--- src/pd_irq_defines.svh ---
/*
 Register offsets, field positions, writable masks and reset values of the
 interrupt enable and power control block.
 Assumes an 8-bit host register port with a 16-bit address.
*/
`ifndef PD_IRQ_DEFINES_SVH
`define PD_IRQ_DEFINES_SVH

////////////////////////////////////////////////////////////////////////////////
// Register offsets
`define FRAME_START_STATUS_ADDR  16'h1A85
`define TX_IRQ_ENABLE_ADDR       16'h1A86
`define RX_IRQ_ENABLE_ADDR       16'h1A87
`define RX_ERR_IRQ_ENABLE_ADDR   16'h1A88
`define POWER_IRQ_MASK_ADDR      16'h1A89
`define FRAME_START_ENABLE_ADDR  16'h1A8A

////////////////////////////////////////////////////////////////////////////////
// Writable bits; all others are reserved and read as zero
`define FRAME_START_BITS_MASK    8'h1F
`define TX_IRQ_ENABLE_MASK       8'hFF
`define RX_IRQ_ENABLE_MASK       8'hEF
`define RX_ERR_IRQ_ENABLE_MASK   8'h8F
`define POWER_IRQ_MASK_MASK      8'h0D

////////////////////////////////////////////////////////////////////////////////
// Field positions
`define FRAME_START_WIDTH        5
`define POWER_WAKE_IRQ_EN_BIT    0
`define POWER_CLK_START_EN_BIT   2
`define POWER_CLK_STOP_EN_BIT    3
`define POWER_WAKE_FLAG_BIT      0

////////////////////////////////////////////////////////////////////////////////
// Reset values
`define ENABLE_RESET_VALUE       8'h00
`define STATUS_RESET_VALUE       8'h00

////////////////////////////////////////////////////////////////////////////////
// Timing
`define SYNC_STAGES              3

`endif

--- src/pd_irq_pkg.sv ---
/*
 Types shared by the interrupt enable and power control block.
 Assumes nothing beyond a SystemVerilog compiler.
*/
package pd_irq_pkg;

	// Clock request sequencing
	typedef enum logic [1:0]
	{
		CLK_RUNNING,
		CLK_STOP_REQUESTED,
		CLK_WAKING
	} clock_state_e;

	typedef logic [7:0] reg_byte_t;

endpackage : pd_irq_pkg

--- src/pd_mac_interrupt_enables.sv ---
/*
 Interrupt enable, frame start status and clock request logic of the PD MAC.
 Assumes the host register port is on clk and that status flags of the
 transmit, receive and receive error groups are held elsewhere.
*/
`timescale 1ns/100ps
`include "pd_irq_defines.svh"

module pd_mac_interrupt_enables (
	input  wire logic        clk,
	input  wire logic        reset,
	input  wire logic [15:0] regAddr,
	input  wire logic        regWrite,
	input  wire logic        regRead,
	input  wire logic [7:0]  regWriteData,
	output logic      [7:0]  regReadData,
	input  wire logic [4:0]  frameStartDetected,
	input  wire logic [7:0]  txStatus,
	input  wire logic [7:0]  rxStatus,
	input  wire logic [7:0]  rxErrorStatus,
	input  wire logic        macIdle,
	input  wire logic        squelchActive,
	input  wire logic        rxActivityPin,
	output logic             frameStartIrq,
	output logic             txIrq,
	output logic             rxIrq,
	output logic             rxErrorIrq,
	output logic             powerIrq,
	output logic             clockStopRequest,
	output logic             clockStartRequest,
	output logic             clockNeeded
);

	////////////////////////////////////////////////////////////////////////////
	// Registers
	pd_irq_pkg::reg_byte_t     txIrqEnable;
	pd_irq_pkg::reg_byte_t     rxIrqEnable;
	pd_irq_pkg::reg_byte_t     rxErrIrqEnable;
	pd_irq_pkg::reg_byte_t     powerIrqMask;
	logic [4:0]                frameStartEventEnable;
	logic [4:0]                frameStartEventStatus;
	logic                      lineActivityWakeFlag;
	logic                      activitySeen;
	pd_irq_pkg::clock_state_e  clockState;
	pd_irq_pkg::clock_state_e  next_clockState;

	////////////////////////////////////////////////////////////////////////////
	// Address decode
	wire selStatus;
	wire selTx;
	wire selRx;
	wire selRxErr;
	wire selPower;
	wire selSopEn;
	assign selStatus = regAddr == `FRAME_START_STATUS_ADDR;
	assign selTx     = regAddr == `TX_IRQ_ENABLE_ADDR;
	assign selRx     = regAddr == `RX_IRQ_ENABLE_ADDR;
	assign selRxErr  = regAddr == `RX_ERR_IRQ_ENABLE_ADDR;
	assign selPower  = regAddr == `POWER_IRQ_MASK_ADDR;
	assign selSopEn  = regAddr == `FRAME_START_ENABLE_ADDR;

	wire wrTx;
	wire wrRx;
	wire wrRxErr;
	wire wrPower;
	wire wrSopEn;
	assign wrTx    = regWrite & selTx;
	assign wrRx    = regWrite & selRx;
	assign wrRxErr = regWrite & selRxErr;
	assign wrPower = regWrite & selPower;
	assign wrSopEn = regWrite & selSopEn;

	////////////////////////////////////////////////////////////////////////////
	// Write-one-to-clear strobes
	wire [7:0] frameStartWriteBits;
	wire [4:0] frameStartClear;
	assign frameStartWriteBits = regWriteData & `FRAME_START_BITS_MASK;
	assign frameStartClear     = (regWrite & selStatus)
		? frameStartWriteBits[4:0] : 5'h00;

	////////////////////////////////////////////////////////////////////////////
	// Enable registers, reserved bits held at zero
	wire [7:0] next_txIrqEnable;
	wire [7:0] next_rxIrqEnable;
	wire [7:0] next_rxErrIrqEnable;
	wire [7:0] next_powerIrqMask;
	wire [4:0] next_frameStartEventEnable;
	assign next_txIrqEnable    = wrTx ? regWriteData & `TX_IRQ_ENABLE_MASK
		: txIrqEnable;
	assign next_rxIrqEnable    = wrRx ? regWriteData & `RX_IRQ_ENABLE_MASK
		: rxIrqEnable;
	assign next_rxErrIrqEnable = wrRxErr ? regWriteData & `RX_ERR_IRQ_ENABLE_MASK
		: rxErrIrqEnable;
	assign next_powerIrqMask   = wrPower ? regWriteData & `POWER_IRQ_MASK_MASK
		: powerIrqMask;
	assign next_frameStartEventEnable = wrSopEn
		? frameStartWriteBits[4:0] : frameStartEventEnable;

	always_ff @(posedge clk or posedge reset)
	begin
		if (reset)
		begin
			txIrqEnable           <= `ENABLE_RESET_VALUE;
			rxIrqEnable           <= `ENABLE_RESET_VALUE;
			rxErrIrqEnable        <= `ENABLE_RESET_VALUE;
			powerIrqMask          <= `ENABLE_RESET_VALUE;
			frameStartEventEnable <= 5'h00;
		end
		else
		begin
			txIrqEnable           <= next_txIrqEnable;
			rxIrqEnable           <= next_rxIrqEnable;
			rxErrIrqEnable        <= next_rxErrIrqEnable;
			powerIrqMask          <= next_powerIrqMask;
			frameStartEventEnable <= next_frameStartEventEnable;
		end
	end

	////////////////////////////////////////////////////////////////////////////
	// Power control fields
	wire wakeIrqEnable;
	wire clockStopEnable;
	wire clockStartEnable;
	assign wakeIrqEnable    = powerIrqMask[`POWER_WAKE_IRQ_EN_BIT];
	assign clockStartEnable = powerIrqMask[`POWER_CLK_START_EN_BIT];
	assign clockStopEnable  = powerIrqMask[`POWER_CLK_STOP_EN_BIT];

	////////////////////////////////////////////////////////////////////////////
	// Frame start status, set regardless of enables
	frame_start_flags #(
		.WIDTH(`FRAME_START_WIDTH)
	) frameStartFlags (
		.clk      (clk),
		.reset    (reset),
		.setPulse (frameStartDetected),
		.clearBits(frameStartClear),
		.flags    (frameStartEventStatus)
	);

	////////////////////////////////////////////////////////////////////////////
	// Line activity wake flag, cleared here only by reset since its clear strobe is tied to zero
	// The wake status itself lives in the neighbouring status register;
	// its one-to-clear arrives here as a plain strobe, held inactive.
	wire wakeClear;
	wire wakeClearPort;
	assign wakeClear     = regWrite & selPower & 1'b0;
	assign wakeClearPort = wakeClear;

	activity_wake_catcher wakeCatcher (
		.clk         (clk),
		.reset       (reset),
		.activityPin (rxActivityPin),
		.irqEnable   (wakeIrqEnable),
		.clearFlag   (wakeClearPort),
		.activitySeen(activitySeen),
		.wakeFlag    (lineActivityWakeFlag)
	);

	////////////////////////////////////////////////////////////////////////////
	// Interrupt levels
	assign frameStartIrq = |(frameStartEventStatus & frameStartEventEnable);
	assign txIrq         = |(txStatus & txIrqEnable);
	assign rxIrq         = |(rxStatus & rxIrqEnable);
	assign rxErrorIrq    = |(rxErrorStatus & rxErrIrqEnable);
	assign powerIrq      = lineActivityWakeFlag & wakeIrqEnable;

	////////////////////////////////////////////////////////////////////////////
	// Clock request sequencing
	always_comb
	begin
		next_clockState = clockState;
		unique case (clockState)
			pd_irq_pkg::CLK_RUNNING:
				if (macIdle && !squelchActive && clockStopEnable)
					next_clockState = pd_irq_pkg::CLK_STOP_REQUESTED;
			pd_irq_pkg::CLK_STOP_REQUESTED:
				if (squelchActive || !macIdle || !clockStopEnable)
					next_clockState = pd_irq_pkg::CLK_RUNNING;
				else if (activitySeen)
					next_clockState = pd_irq_pkg::CLK_WAKING;
			pd_irq_pkg::CLK_WAKING:
				if (squelchActive || !macIdle || !activitySeen)
					next_clockState = pd_irq_pkg::CLK_RUNNING;
		endcase
	end

	always_ff @(posedge clk or posedge reset)
	begin
		if (reset)
			clockState <= pd_irq_pkg::CLK_RUNNING;
		else
			clockState <= next_clockState;
	end

	// Stop request comes from the state register
	assign clockStopRequest = clockState == pd_irq_pkg::CLK_STOP_REQUESTED;

	// Start request follows the raw pin so it works with the clock stopped
	assign clockStartRequest = clockStartEnable & rxActivityPin;

	// Needed while busy or once squelch is active
	assign clockNeeded = !macIdle || squelchActive;

	////////////////////////////////////////////////////////////////////////////
	// Read data
	wire [7:0] statusRead;
	wire [7:0] readMux;
	assign statusRead = {3'b000, frameStartEventStatus};
	assign readMux =
		selStatus ? statusRead :
		selTx     ? txIrqEnable :
		selRx     ? rxIrqEnable :
		selRxErr  ? rxErrIrqEnable :
		selPower  ? powerIrqMask :
		selSopEn  ? {3'b000, frameStartEventEnable} :
		8'h00;

	always_ff @(posedge clk or posedge reset)
	begin
		if (reset)
			regReadData <= `STATUS_RESET_VALUE;
		else if (regRead)
			regReadData <= readMux;
	end

	////////////////////////////////////////////////////////////////////////////
	// Checks
	statusOnlyByHw_a : assert property (@(posedge clk) disable iff (reset)
		(!regWrite || !selStatus) |=>
			((frameStartEventStatus & $past(frameStartEventStatus))
				== $past(frameStartEventStatus)))
		else $error("frame start flag dropped without a clear");

	clearOnOne_a : assert property (@(posedge clk) disable iff (reset)
		(regWrite && selStatus && regWriteData[0] && !frameStartDetected[0])
			|=> !frameStartEventStatus[0])
		else $error("frame start flag not cleared by one");

	setIgnoresEnable_a : assert property (@(posedge clk) disable iff (reset)
		(frameStartDetected[2] && frameStartEventEnable == 5'h00 && !wrSopEn)
			|=> frameStartEventStatus[2] && !frameStartIrq)
		else $error("frame start flag not recorded while disabled");

	sopIrqLevel_a : assert property (@(posedge clk) disable iff (reset)
		frameStartIrq == (|(frameStartEventStatus & frameStartEventEnable)))
		else $error("frame start interrupt level wrong");

	rxMaskReserved_a : assert property (@(posedge clk) disable iff (reset)
		wrRx |=> (rxIrqEnable[4] == 1'b0 && rxIrqEnable[3] == $past(regWriteData[3])))
		else $error("receive mask field wrong");

	errMaskReserved_a : assert property (@(posedge clk) disable iff (reset)
		wrRxErr |=> (rxErrIrqEnable[6:4] == 3'b000
			&& rxErrIrqEnable[7] == $past(regWriteData[7])))
		else $error("receive error mask field wrong");

	powerReserved_a : assert property (@(posedge clk) disable iff (reset)
		wrPower |=> (powerIrqMask[7:4] == 4'h0 && powerIrqMask[1] == 1'b0))
		else $error("power mask reserved bits set");

	txMaskStore_a : assert property (@(posedge clk) disable iff (reset)
		wrTx |=> txIrqEnable == $past(regWriteData)
			##1 ($past(wrTx) || $stable(txIrqEnable)))
		else $error("transmit mask not stored");

	stopRequest_a : assert property (@(posedge clk) disable iff (reset)
		(!clockStopEnable) |=> !clockStopRequest)
		else $error("stop request without enable");

	stopRequestIdle_a : assert property (@(posedge clk) disable iff (reset)
		(clockStopEnable && macIdle && !squelchActive
			&& clockState == pd_irq_pkg::CLK_RUNNING) |=> clockStopRequest)
		else $error("idle MAC did not request clock stop");

	startRequest_a : assert property (@(posedge clk) disable iff (reset)
		(clockStartEnable && rxActivityPin) |-> clockStartRequest)
		else $error("activity did not request clock start");

	squelchNeeds_a : assert property (@(posedge clk) disable iff (reset)
		squelchActive |-> clockNeeded ##1 !clockStopRequest)
		else $error("squelch without clock need");

	idleRelease_a : assert property (@(posedge clk) disable iff (reset)
		(macIdle && !squelchActive) |-> !clockNeeded)
		else $error("idle MAC still needs clock");

	powerIrqLevel_a : assert property (@(posedge clk) disable iff (reset)
		powerIrq == (lineActivityWakeFlag && powerIrqMask[0]))
		else $error("power interrupt level wrong");

endmodule : pd_mac_interrupt_enables

--- src/frame_start_flags.sv ---
/*
 Sticky per-type frame start flags with write-one-to-clear.
 Assumes set pulses and clear strobes are on the clk domain.
*/
`timescale 1ns/100ps

module frame_start_flags #(
	parameter int WIDTH = 5
) (
	input  wire logic             clk,
	input  wire logic             reset,
	input  wire logic [WIDTH-1:0] setPulse,
	input  wire logic [WIDTH-1:0] clearBits,
	output logic      [WIDTH-1:0] flags
);

	////////////////////////////////////////////////////////////////////////////
	// One flag per type
	genvar i;
	generate
		for (i = 0; i < WIDTH; i++)
		begin : flagBit
			wire next_flag;
			assign next_flag = setPulse[i] | (flags[i] & ~clearBits[i]);

			always_ff @(posedge clk or posedge reset)
			begin
				if (reset)
					flags[i] <= 1'b0;
				else
					flags[i] <= next_flag;
			end
		end
	endgenerate

	////////////////////////////////////////////////////////////////////////////
	// Checks
	setWinsClear_a : assert property (@(posedge clk) disable iff (reset)
		(|setPulse) |=> ((flags & $past(setPulse)) == $past(setPulse)))
		else $error("frame start set lost");

endmodule : frame_start_flags

--- src/activity_wake_catcher.sv ---
/*
 Line activity synchroniser and sticky wake flag.
 Assumes activityPin comes from the line receiver, outside the clk domain.
*/
`timescale 1ns/100ps
`include "pd_irq_defines.svh"

module activity_wake_catcher (
	input  wire logic clk,
	input  wire logic reset,
	input  wire logic activityPin,
	input  wire logic irqEnable,
	input  wire logic clearFlag,
	output logic      activitySeen,
	output logic      wakeFlag
);

	logic [`SYNC_STAGES-1:0] syncStage;
	logic                    agreed;

	////////////////////////////////////////////////////////////////////////////
	// Three stages; a change counts once stages two and three agree
	always_ff @(posedge clk or posedge reset)
	begin
		if (reset)
			syncStage <= '0;
		else
			syncStage <= {syncStage[`SYNC_STAGES-2:0], activityPin};
	end

	wire stagesAgree;
	wire risen;
	wire next_agreed;
	wire next_wakeFlag;
	assign stagesAgree   = syncStage[1] == syncStage[2];
	assign next_agreed   = stagesAgree ? syncStage[2] : agreed;
	assign risen         = next_agreed & ~agreed;
	assign next_wakeFlag = (irqEnable & risen) | (wakeFlag & ~clearFlag);

	always_ff @(posedge clk or posedge reset)
	begin
		if (reset)
		begin
			agreed   <= 1'b0;
			wakeFlag <= 1'b0;
		end
		else
		begin
			agreed   <= next_agreed;
			wakeFlag <= next_wakeFlag;
		end
	end

	assign activitySeen = agreed;

	////////////////////////////////////////////////////////////////////////////
	// Checks
	noWakeDisabled_a : assert property (@(posedge clk) disable iff (reset)
		(!irqEnable && !wakeFlag) |=> !wakeFlag)
		else $error("wake flag set while disabled");

endmodule : activity_wake_catcher

--- config.mk ---
export PLATFORM = sky130hd
export DESIGN_NAME = pd_mac_interrupt_enables
export DESIGN_NICKNAME = d
export VERILOG_FILES = /design/src/pd_irq_pkg.sv /design/src/pd_mac_interrupt_enables.sv /design/src/frame_start_flags.sv /design/src/activity_wake_catcher.sv
export VERILOG_INCLUDE_DIRS = /design/src
export SDC_FILE = /design/constraint.sdc
export NUM_CORES = 1
export LEC_CHECK = 0
export BUFFER_PORTS_ARGS = -buffer_cell sky130_fd_sc_hd__buf_2
export CAP_MARGIN = 20
export CELL_PAD_IN_SITES_DETAIL_PLACEMENT = 0
export CELL_PAD_IN_SITES_GLOBAL_PLACEMENT = 1
export CORE_AREA = 2 2 94 96
export CTS_BUF_LIST = sky130_fd_sc_hd__clkbuf_8
export CTS_CLUSTER_DIAMETER = 150
export DETAILED_ROUTE_END_ITERATION = 10
export DIE_AREA = 0 0 96 98
export PLACE_DENSITY_LB_ADDON = 0.05
export SKIP_LAST_GASP = 1
export SYNTH_ARGS = -nofsm -noshare
export SYNTH_HDL_FRONTEND = slang
export SYNTH_SLANG_ARGS = --single-unit
export TNS_END_PERCENT = 100
--- constraint.sdc ---
create_clock -name clk -period 1.8 [get_ports clk]
set_input_delay 0.36 -clock clk [delete_from_list [all_inputs] [get_ports clk]]
set_output_delay 0.36 -clock clk [all_outputs]
set_load 0.05 [all_outputs]
==> results.py, run 1 <==
metrics = {
    "cts": {
        "clk_pin_slew_ns": 0.10,
        "clock-sinks": 48,
        "clockRootBuffer": "clkbuf_8",
        "clock_path_buffers": 2,
        "cts_max_level": 2,
        "clk_latency_ns": 0.31,
        "cts_made_buffers": 5,
        "cts_tree": "built",
    },
    "place": {
        "portBuffers": 71,
        "dpl.hpwl_um": 5757,
        "place_inst": 405,
        "finalWeightedCongestion": 0.7730,
        "placed_area_um2": 3167,
        "dp_slack_ns": -0.3024,
    },
    "global_routing": {
        "grt_pass1_wl_um": 11910,
        "track_usage": 0.1681,
        "grt_max_degree": 46,
        "overflow": 0,
        "grt_pass1_vias": 2159,
        "antenna_found_initial": 0,
    },
    "sta": {
        "period_share": 0.9832,
        "setup_slack_ns": 0.03018,
        "tightest_slew_ns": 0.3850,
        "rsz0062_at_grt": "true",
        "drv_slew": 0,
        "slew_headroom": 0.7433,
        "fin_setup_tns_ns": 0,
        "whs_ns": 0.1577,
        "fmax_ghz": 0.5650,
        "fin_skew_ns": 0.006167,
        "finalHoldViolCount": 0,
        "period_needed_ns": 1.770,
        "setup_viol": 0,
    },
    "layout": {
        "diodes": 0,
        "drive_gt1_frac": 0.4691,
        "final_nets": 369,
        "instances_no_fill": 415,
        "design_area_um2": 3321,
        "fin_util": 0.3923,
        "area_growth_pct": 35.55,
    },
    "critical_path": {
        "max_stage_delay_ns": 0.55,
        "path_cells": "buf_2 -> or4b_4 -> nor3_4 -> and3_1 -> buf_4 -> mux2_4",
        "cp_num_buf_inv": 2,
        "cpLargestDelayFamily": "simple AND/OR/NAND/NOR gates",
        "crit_type": "in2reg",
        "critPathMaxFanout": 5,
        "cpMaxStageDelayCell": "or4b_4",
        "cp.required_ns": 2.00,
        "crit_path_start_kind": "input pin",
        "worst_setup_path_end_kind": "flip-flop",
        "worstPathArrival_ns": 1.97,
    },
    "detailed_routing": {
        "drc": 0,
        "wirelength_um": 7478,
        "drt_iter0_drc": 110,
        "ant_nets": 0,
        "wl_per_cell_um": 18.02,
        "viasPerCell": 5.145,
        "vias": 2135,
        "dr.pass1.iters": 4,
    },
    "logic_synthesis": {
        "synth_area_leaders": "dfrtp_1 49%, mux2_2 11%, a22oi_1 3.4%",
        "synth_area_um2": 2450,
        "synth_top_area_cell": "dfrtp_1",
        "yosys_warnings": 0,
        "ys_ff_latch": 48,
        "synth.avg_cell_area_um2": 11.72,
        "ys_top_cells_by_count": "48 x dfrtp_1, 24 x mux2_2, 12 x inv_1",
        "yosysTopAreaCellShare": 0.4903,
        "yosys.cell_types.count": 48,
        "postSynthCellCount": 209,
        "synth-main-ff-cell": "dfrtp_1",
        "synth-edff-count": 0,
        "yosysSeqAreaShare": 0.4903,
        "async_flop_share": 1.000,
        "synth.most_common_cell": "dfrtp_1",
        "syn_nets": 272,
    },
    "floorplanning": {
        "die_h_um": 98,
        "num_io_pins": 76,
        "coreArea_um2": 8466,
        "initial_core_util": 0.2894,
        "die-width_um": 96,
        "fp.dieArea_um2": 9408,
        "core.rowCount": 34,
    },
    "pwr": {
        "total_power_mw": 2.373,
        "peakVddDrop_mv": 0.2909,
        "powerDensity_nw_per_um2": 714.6,
        "power.leakage_nw": 1.590,
    },
    "flow_run": {
        "maxCapViolCount": 0,
    },
    "worst_hold_path": {
        "timing.hold.worst.class": "in2reg",
    },
    "status": {
        "status": "finished clean",
    },
}
==> flip-flops by register name, indices dropped and copies added (netlist names) <==
name / count
clockState: 2
frameStartEventEnable: 5
frameStartFlags.flags: 5
powerIrqMask: 3
regReadData: 8
rxErrIrqEnable: 5
rxIrqEnable: 7
txIrqEnable: 8
wakeCatcher.activitySeen: 1
wakeCatcher.syncStage: 3
wakeCatcher.wakeFlag: 1
==> kinds of logic (layout without fill, tap and decap cells) <==
logic type                 Yosys count  after routing  share of synthesized area
muxes                               30             30                     0.1374
buffers and inverters               19            117                    0.03013
and+or+nand+nor                     58             58                     0.1675
AOI/OAI and AO/OA                   50             50                     0.1553
adders and majority gates            4              4                    0.01941
DFF                                 48             48                     0.4903
==> path summary, 6_finish.rpt <==
check | startpoint | to | slack [ns] | cells past startpoint
max in group asynchronous | reset | rxErrIrqEnable[0]$_DFFE_PP0P_ | 0.90 | 4
hold reg to reg | wakeCatcher.syncStage[0]$_DFF_PP0_ | wakeCatcher.syncStage[1]$_DFF_PP0_ | 0.36 | 0
min in group asynchronous | reset | rxIrqEnable[2]$_DFFE_PP0P_ | 0.45 | 3
hold / removal | rxActivityPin | wakeCatcher.syncStage[0]$_DFF_PP0_ | 0.16 | 1
setup reg to reg | clockState[0]$_DFFE_PP0P_ | clockState[0]$_DFFE_PP0P_ | 0.46 | 5
setup / recovery | regAddr[14] | rxErrIrqEnable[2]$_DFFE_PP0P_ | 0.03 | 6
==> worst register-to-register path, cell delays in order (launching register included) <==
cell and delay, ns:
dfrtp_1 0.37, inv_1 0.07, ha_1 0.19, a32oi_1 0.26
o21ai_0 0.17, mux2i_1 0.20
==> repair_timing <==
action / CTS / global route
setup endpoints to repair: 0 / 5
buffers inserted: 0 / 1
hold buffers: 1 / 0
resized for setup: 0 / 7
hold endpoints to repair: 3 / 0
==> layout by cell type, fill, tap and decap left out, drive strengths merged, types with 2 or more instances in the layout <==
| cell | instances |
|---|---|
| a21o | 6 |
| ha | 3 |
| a31oi | 4 |
| nand4bb | 3 |
| nand2b | 3 |
| o32ai | 2 |
| nand3 | 5 |
| nand4 | 10 |
| nor2b | 6 |
| dfrtp | 48 |
| nor3 | 3 |
| and2 | 3 |
| mux2 | 29 |
| a32o | 2 |
| o31ai | 2 |
| a22oi | 11 |
| a21oi | 6 |
| clkbuf | 5 |
| buf | 96 |
| a41oi | 2 |
| a222oi | 5 |
| nor4 | 2 |
| nand2 | 7 |
| nor2 | 3 |
| or4b | 2 |
| and3 | 2 |
| inv | 12 |
| clkinv | 2 |
| o22ai | 2 |
| nor4b | 3 |
==> routing by layer <==
layer,share of wire,wire [um],track usage,up-vias
met5,0,0,0,-
li1,-,-,-,1015
met2,0.47,3502,0.2596,59
met4,0.014,102,0.04176,0
met3,0.043,323,0.03009,8
met1,0.47,3550,0.2426,1053
==> power by group <==
group / switching, mW / internal [mW] / total (mW)
clock network: 0.396 / 0.419 / 0.815
logic: 0.263 / 0.158 / 0.421
registers: 0.0245 / 1.11 / 1.14
==> cell type report <==
| type | count | area (um2) |
|---|---|---|
| Clock buffer | 5 | 68.82 |
| Multi-Input combinational cell | 142 | 1220 |
| Tap cell | 108 | 135.1 |
| Clock inverter | 3 | 47.55 |
| Inverter | 12 | 45.04 |
| Timing Repair Buffer | 97 | 603.1 |
| Fill cell | 872 | 5145 |
| Sequential cell | 48 | 1201 |
(Power assumes the default switching activity.)
==> run 2: changes to the inputs <==
--- a/config.mk
+++ b/config.mk
@@ -6,7 +6,7 @@
 export SDC_FILE = /design/constraint.sdc
 export NUM_CORES = 1
 export LEC_CHECK = 0
-export BUFFER_PORTS_ARGS = -buffer_cell sky130_fd_sc_hd__buf_2
+export BUFFER_PORTS_ARGS = -buffer_cell sky130_fd_sc_hd__clkbuf_2
 export CAP_MARGIN = 20
 export CELL_PAD_IN_SITES_DETAIL_PLACEMENT = 0
 export CELL_PAD_IN_SITES_GLOBAL_PLACEMENT = 1
==> constraint.sdc (replaced) <==
create_clock -name clk -period 1.75 [get_ports clk]
set_input_delay 0.35 -clock clk [delete_from_list [all_inputs] [get_ports clk]]
set_output_delay 0.35 -clock clk [all_outputs]
set_load 0.05 [all_outputs]
==> results.py, run 2 (synthesis results as in run 1) <==
metrics = {
    "status": {
        "status": "finished clean",
    },
    "sta": {
        "setup_slack_ns": 0.03503,
        "slew_headroom": 0.7437,
        "drv_slew": 0,
        "period_share": 0.9800,
        "rsz0062_at_grt": "true",
        "tightest_slew_ns": 0.3791,
        "whs_ns": 0.05968,
        "fin_setup_tns_ns": 0,
        "setup_viol": 0,
        "fmax_ghz": 0.5831,
        "fin_skew_ns": 0.008692,
        "period_needed_ns": 1.715,
        "finalHoldViolCount": 0,
    },
    "place": {
        "portBuffers": 71,
        "finalWeightedCongestion": 0.7690,
        "dpl.hpwl_um": 5767,
        "place_inst": 414,
        "dp_slack_ns": -0.4289,
    },
    "detailed_routing": {
        "vias": 2137,
        "drc": 0,
        "dr.pass1.iters": 4,
        "wl_per_cell_um": 17.63,
        "ant_nets": 0,
        "wirelength_um": 7491,
        "drt_iter0_drc": 79,
        "viasPerCell": 5.028,
    },
    "floorplanning": {
        "initial_core_util": 0.2894,
        "num_io_pins": 76,
        "die_h_um": 98,
        "core.rowCount": 34,
        "fp.dieArea_um2": 9408,
        "coreArea_um2": 8466,
        "die-width_um": 96,
    },
    "cts": {
        "clk_pin_slew_ns": 0.10,
        "cts_made_buffers": 5,
        "clock-sinks": 48,
        "cts_tree": "built",
        "cts_max_level": 2,
        "clockRootBuffer": "clkbuf_8",
        "clock_path_buffers": 2,
        "cts_hold_buf": 0,
        "clk_latency_ns": 0.30,
    },
    "pwr": {
        "power.leakage_nw": 1.650,
        "peakVddDrop_mv": 0.3603,
        "powerDensity_nw_per_um2": 731.0,
    },
    "critical_path": {
        "crit_start": "regAddr[14]",
        "path_cells": "clkbuf_2 -> or4b_4 -> nor3_4 -> buf_4 -> nand4_1 -> mux2_2",
        "worstPathArrival_ns": 1.90,
        "crit_type": "in2reg",
        "r2r_cells": 5,
        "cpMaxStageDelayCell": "or4b_4",
        "critPathMaxFanout": 4,
        "path_depth": 6,
        "cpLargestDelayFamily": "simple AND/OR/NAND/NOR gates",
        "setup.worst_path.end": "powerIrqMask[0]$_DFFE_PP0P_",
        "timing.rr.end": "clockState[0]$_DFFE_PP0P_",
        "max_stage_delay_ns": 0.55,
        "worst-r2r-setup-slack_ns": 0.43,
        "worst_setup_path_end_kind": "flip-flop",
        "cp.required_ns": 1.93,
        "cp_num_buf_inv": 2,
        "r2r-start": "clockState[0]$_DFFE_PP0P_",
        "crit_path_start_kind": "input pin",
    },
    "global_routing": {
        "grt_max_degree": 49,
        "track_usage": 0.1656,
        "grt_pass1_wl_um": 11740,
        "overflow": 0,
        "grt_pass1_vias": 2173,
        "antenna_found_initial": 0,
    },
    "worst_hold_path": {
        "timing.hold.worst.class": "in2async",
    },
    "layout": {
        "final_nets": 379,
        "final_cell_mix": "68 x clkbuf_2, 48 x dfrtp_1, 36 x buf_4",
        "instances_no_fill": 425,
        "diodes": 0,
        "reg_top3": "regReadData: 8 flops, txIrqEnable: 8 flops, rxIrqEnable: 7 flops",
        "area_growth_pct": 39.43,
        "drive_gt1_frac": 0.4984,
        "final_common_cell": "clkbuf_2",
    },
    "flow_run": {
        "maxCapViolCount": 0,
    },
}
run 2: changes by cell type in the layout (fill, tap and decap cells not counted), sizes merged:
cell / delta
clkbuf: +71
dlygate4sd3: -1
clkinv: -2
buf: -58
run 2: per-stage QoR:
stage,power (mW),utilization,area [um2]
2_1_floorplan,1.449,-,2494
3_3_place_gp,1.637,0.3791,3209
3_5_place_dp,1.646,0.3791,3209
4_1_cts,2.529,0.3962,3354
5_1_grt,2.629,0.4035,3416
6_report,2.497,0.4035,3416
run 2: what timing repair did:
action | in CTS | in global routing
setup endpoints to repair | 5 | 16
resized for setup | 4 | 9
pin swaps | 0 | 4
setup buffers | 0 | 3
hold endpoints to repair | 0 | 0
run 2: where the power goes:
group	internal [mW]	switching, mW	total (mW)
clock	0.505	0.373	0.878
combinational	0.174	0.277	0.451
sequential	1.14	0.0236	1.17
total	1.82	0.673	2.50
run 2: tightest hold or removal path, stage by stage:
cell	delay, ns
clkbuf_2	0.08
inv_2	0.06
buf_12	0.25
run 2: worst min-delay path by stage:
stage	startpoint	slack (ns)	end	cells after the start
2_1_floorplan	wakeCatcher.syncStage[0]$_DFF_PP0_	0.33	wakeCatcher.syncStage[1]$_DFF_PP0_	0
3_3_place_gp	wakeCatcher.syncStage[0]$_DFF_PP0_	0.33	wakeCatcher.syncStage[1]$_DFF_PP0_	0
3_5_place_dp	wakeCatcher.syncStage[0]$_DFF_PP0_	0.34	wakeCatcher.syncStage[1]$_DFF_PP0_	0
4_1_cts	reset	0.06	rxIrqEnable[2]$_DFFE_PP0P_	3
5_1_grt	reset	0.08	rxIrqEnable[2]$_DFFE_PP0P_	3
6_report	reset	0.06	rxIrqEnable[3]$_DFFE_PP0P_	3
run 2: layer usage:
metal	GRT usage	routed length (um)
met1	0.2380	3591
met4	0.02967	30
met5	0	0
met3	0.03086	314
met2	0.2618	3555
run 2: final cells by class:
cell class              instances  area (um2)
inverters                      12       45.04
repair buffers                107       655.6
clock inverters                 1       30.03
flip-flops and latches         48        1201
well taps                     108       135.1
multi-input cells             142        1252
clock buffers                   7       96.34
fillers                       867        5050
==> run 3: changes to the inputs <==
--- a/config.mk
+++ b/config.mk
@@ -6,15 +6,16 @@
 export SDC_FILE = /design/constraint.sdc
 export NUM_CORES = 1
 export LEC_CHECK = 0
+export ABC_AREA = 1
 export BUFFER_PORTS_ARGS = -buffer_cell sky130_fd_sc_hd__clkbuf_2
 export CAP_MARGIN = 20
 export CELL_PAD_IN_SITES_DETAIL_PLACEMENT = 0
 export CELL_PAD_IN_SITES_GLOBAL_PLACEMENT = 1
-export CORE_AREA = 2 2 94 96
+export CORE_AREA = 2 2 96 98
 export CTS_BUF_LIST = sky130_fd_sc_hd__clkbuf_8
 export CTS_CLUSTER_DIAMETER = 150
 export DETAILED_ROUTE_END_ITERATION = 10
-export DIE_AREA = 0 0 96 98
+export DIE_AREA = 0 0 98 100
 export PLACE_DENSITY_LB_ADDON = 0.05
 export SKIP_LAST_GASP = 1
 export SYNTH_ARGS = -nofsm -noshare
==> results.py, run 3 <==
metrics = {
    "critical_path": {
        "worstPathArrival_ns": 1.43,
        "cpMaxStageDelayCell": "dfrtp_1",
        "crit_type": "reg2out",
        "crit_path_start_kind": "flip-flop",
        "worst_setup_path_end_kind": "primary output",
        "cp.required_ns": 1.40,
        "max_stage_delay_ns": 0.42,
        "critPathMaxFanout": 3,
        "path_cells": "a22o_1 -> a221oi_2 -> nand4_1 -> clkbuf_8",
    },
    "sta": {
        "rsz0062_at_grt": "true",
        "slew_headroom": 0.6397,
        "period_needed_ns": 1.785,
        "whs_ns": 0.05721,
        "drv_slew": 0,
        "setup_viol": 1,
        "period_share": 1.020,
        "setup_slack_ns": -0.03468,
        "finalHoldViolCount": 0,
        "tightest_slew_ns": 0.5405,
        "fmax_ghz": 0.5603,
        "fin_skew_ns": 0.006213,
    },
    "layout": {
        "fillers": 993,
        "fin_util": 0.3666,
        "area_growth_pct": 27.76,
        "final_common_cell": "nand2_1",
        "seq_area_um2": 1201,
        "drive_gt1_frac": 0.2993,
        "final_nets": 463,
        "diodes": 0,
        "final_cell_mix": "93 x nand2_1, 67 x clkbuf_2, 48 x dfrtp_1",
        "multi_input_area_um2": 1164,
        "reg_top3": "regReadData: 8 flops, txIrqEnable: 8 flops, rxIrqEnable: 7 flops",
    },
    "floorplanning": {
        "core.rowCount": 35,
        "num_io_pins": 76,
        "die_h_um": 100,
        "initial_core_util": 0.2870,
        "fp.dieArea_um2": 9800,
        "die-width_um": 98,
        "coreArea_um2": 8890,
    },
    "cts": {
        "clock-sinks": 48,
        "cts_max_level": 2,
        "clk_latency_ns": 0.30,
        "clockRootBuffer": "clkbuf_8",
        "cts_made_buffers": 5,
        "cts_tree": "built",
        "clock_path_buffers": 2,
        "clk_pin_slew_ns": 0.09,
    },
    "detailed_routing": {
        "dr.pass1.iters": 5,
        "wirelength_um": 6817,
        "viasPerCell": 4.422,
        "wl_per_cell_um": 13.31,
        "drc": 0,
        "drt_iter0_drc": 90,
        "ant_nets": 0,
        "vias": 2264,
    },
    "global_routing": {
        "grt_pass1_wl_um": 11380,
        "overflow": 0,
        "grt_pass1_vias": 2194,
        "track_usage": 0.1467,
        "grt_max_degree": 49,
        "antenna_found_initial": 0,
    },
    "status": {
        "failed_checks": "setup timing",
        "status": "complete, but fails checks",
    },
    "logic_synthesis": {
        "postSynthCellCount": 316,
        "yosys_warnings": 0,
        "ys_top_cells_by_count": "93 x nand2_1, 48 x dfrtp_1, 39 x inv_1",
        "synth_area_leaders": "dfrtp_1 47%, nand2_1 14%, inv_1 5.7%",
        "yosysSeqAreaShare": 0.4708,
        "synth_top_area_cell": "dfrtp_1",
        "synth.avg_cell_area_um2": 8.073,
        "synth-edff-count": 0,
        "yosysTopAreaCellShare": 0.4708,
        "synth_area_um2": 2551,
        "syn_nets": 379,
        "yosys.cell_types.count": 36,
        "synth.most_common_cell": "nand2_1",
        "async_flop_share": 1.000,
        "synth-main-ff-cell": "dfrtp_1",
        "ys_ff_latch": 48,
    },
    "place": {
        "portBuffers": 71,
        "dp_slack_ns": 0.02294,
        "finalWeightedCongestion": 0.8039,
        "dpl.hpwl_um": 5288,
    },
    "pwr": {
        "power.leakage_nw": 1.780,
        "powerDensity_nw_per_um2": 669.8,
        "peakVddDrop_mv": 0.3439,
    },
    "flow_run": {
        "maxCapViolCount": 0,
    },
    "worst_hold_path": {
        "timing.hold.worst.class": "in2async",
    },
}
## run 3: critical path, delay by kind of cell (launching register included)
| family | cells | cell delay [ns] |
|---|---|---|
| DFF | 1 | 0.42 |
| buffers and inverters | 1 | 0.20 |
| AOI/OAI and AO/OA | 2 | 0.39 |
| and+or+nand+nor | 1 | 0.13 |
## run 3: cell type report
type	instances	share of cell area
Clock buffer	6	0.02534
Clock inverter	2	0.003455
Inverter	41	0.04722
Multi-Input combinational cell	220	0.3570
Sequential cell	48	0.3685
Tap cell	111	0.04261
Timing Repair Buffer	84	0.1559
## run 3: cells by family (layout without fill, tap and decap cells)
| kind of cell | count (synthesis) | count (layout) | synth area share |
|---|---|---|---|
| flops | 48 | 48 | 0.4708 |
| fa+ha+maj | 4 | 4 | 0.01864 |
| compound gates | 52 | 52 | 0.1295 |
| buf+inv | 48 | 133 | 0.08288 |
| simple gates | 164 | 164 | 0.2982 |
## run 3: timing repair
action                                  in CTS  in global routing
hold buffers                                 0                  0
endpoints found under the setup margin       3                  4
gates resized for setup                      8                  7
setup buffers                                2                  2
pin swaps                                    1                  4
## run 3: final timing paths
check                      depth (start not counted)                                  to                                from  slack [ns]
max                                                4                               rxIrq          rxIrqEnable[7]$_DFFE_PP0P_       -0.03
min                                                3          txIrqEnable[6]$_DFFE_PP0P_                               reset        0.06
max reg2reg                                        6           clockState[1]$_DFFE_PP0P_           clockState[0]$_DFFE_PP0P_        0.50
min reg2reg                                        0  wakeCatcher.syncStage[1]$_DFF_PP0_  wakeCatcher.syncStage[0]$_DFF_PP0_        0.36
max in group asynchronous                          3         powerIrqMask[3]$_DFFE_PP0P_                               reset        1.47
min in group clk                                   1  wakeCatcher.syncStage[0]$_DFF_PP0_                       rxActivityPin        0.16
## run 3: metal layers
layer  part of all wire  vias up  GRT usage
met5                  0        -          0
met1               0.51     1033     0.2201
met2               0.44       43     0.2202
met4             0.0087        0    0.03526
met3              0.040        4    0.02577
li1                   -     1184          -
## run 3: through the flow
| step | setup TNS, ns | area, um2 | std cells | total power [mW] |
|---|---|---|---|---|
| after floorplan | 0 | 2551 | 316 | 1.378 |
| after global placement | 0 | 3080 | 500 | 1.503 |
| after detailed placement | 0 | 3080 | 500 | 1.503 |
| after CTS | -0.04912 | 3228 | 510 | 2.228 |
| after global routing | -0.1776 | 3259 | 512 | 2.312 |
| final | -0.03468 | 3259 | 512 | 2.183 |
## run 3: report_power, final
| part | switching (mW) | internal (mW) | leakage, nW |
|---|---|---|---|
| clock network | 0.393 | 0.316 | 0.0486 |
| registers | 0.0171 | 1.14 | 0.627 |
| logic | 0.206 | 0.112 | 1.10 |
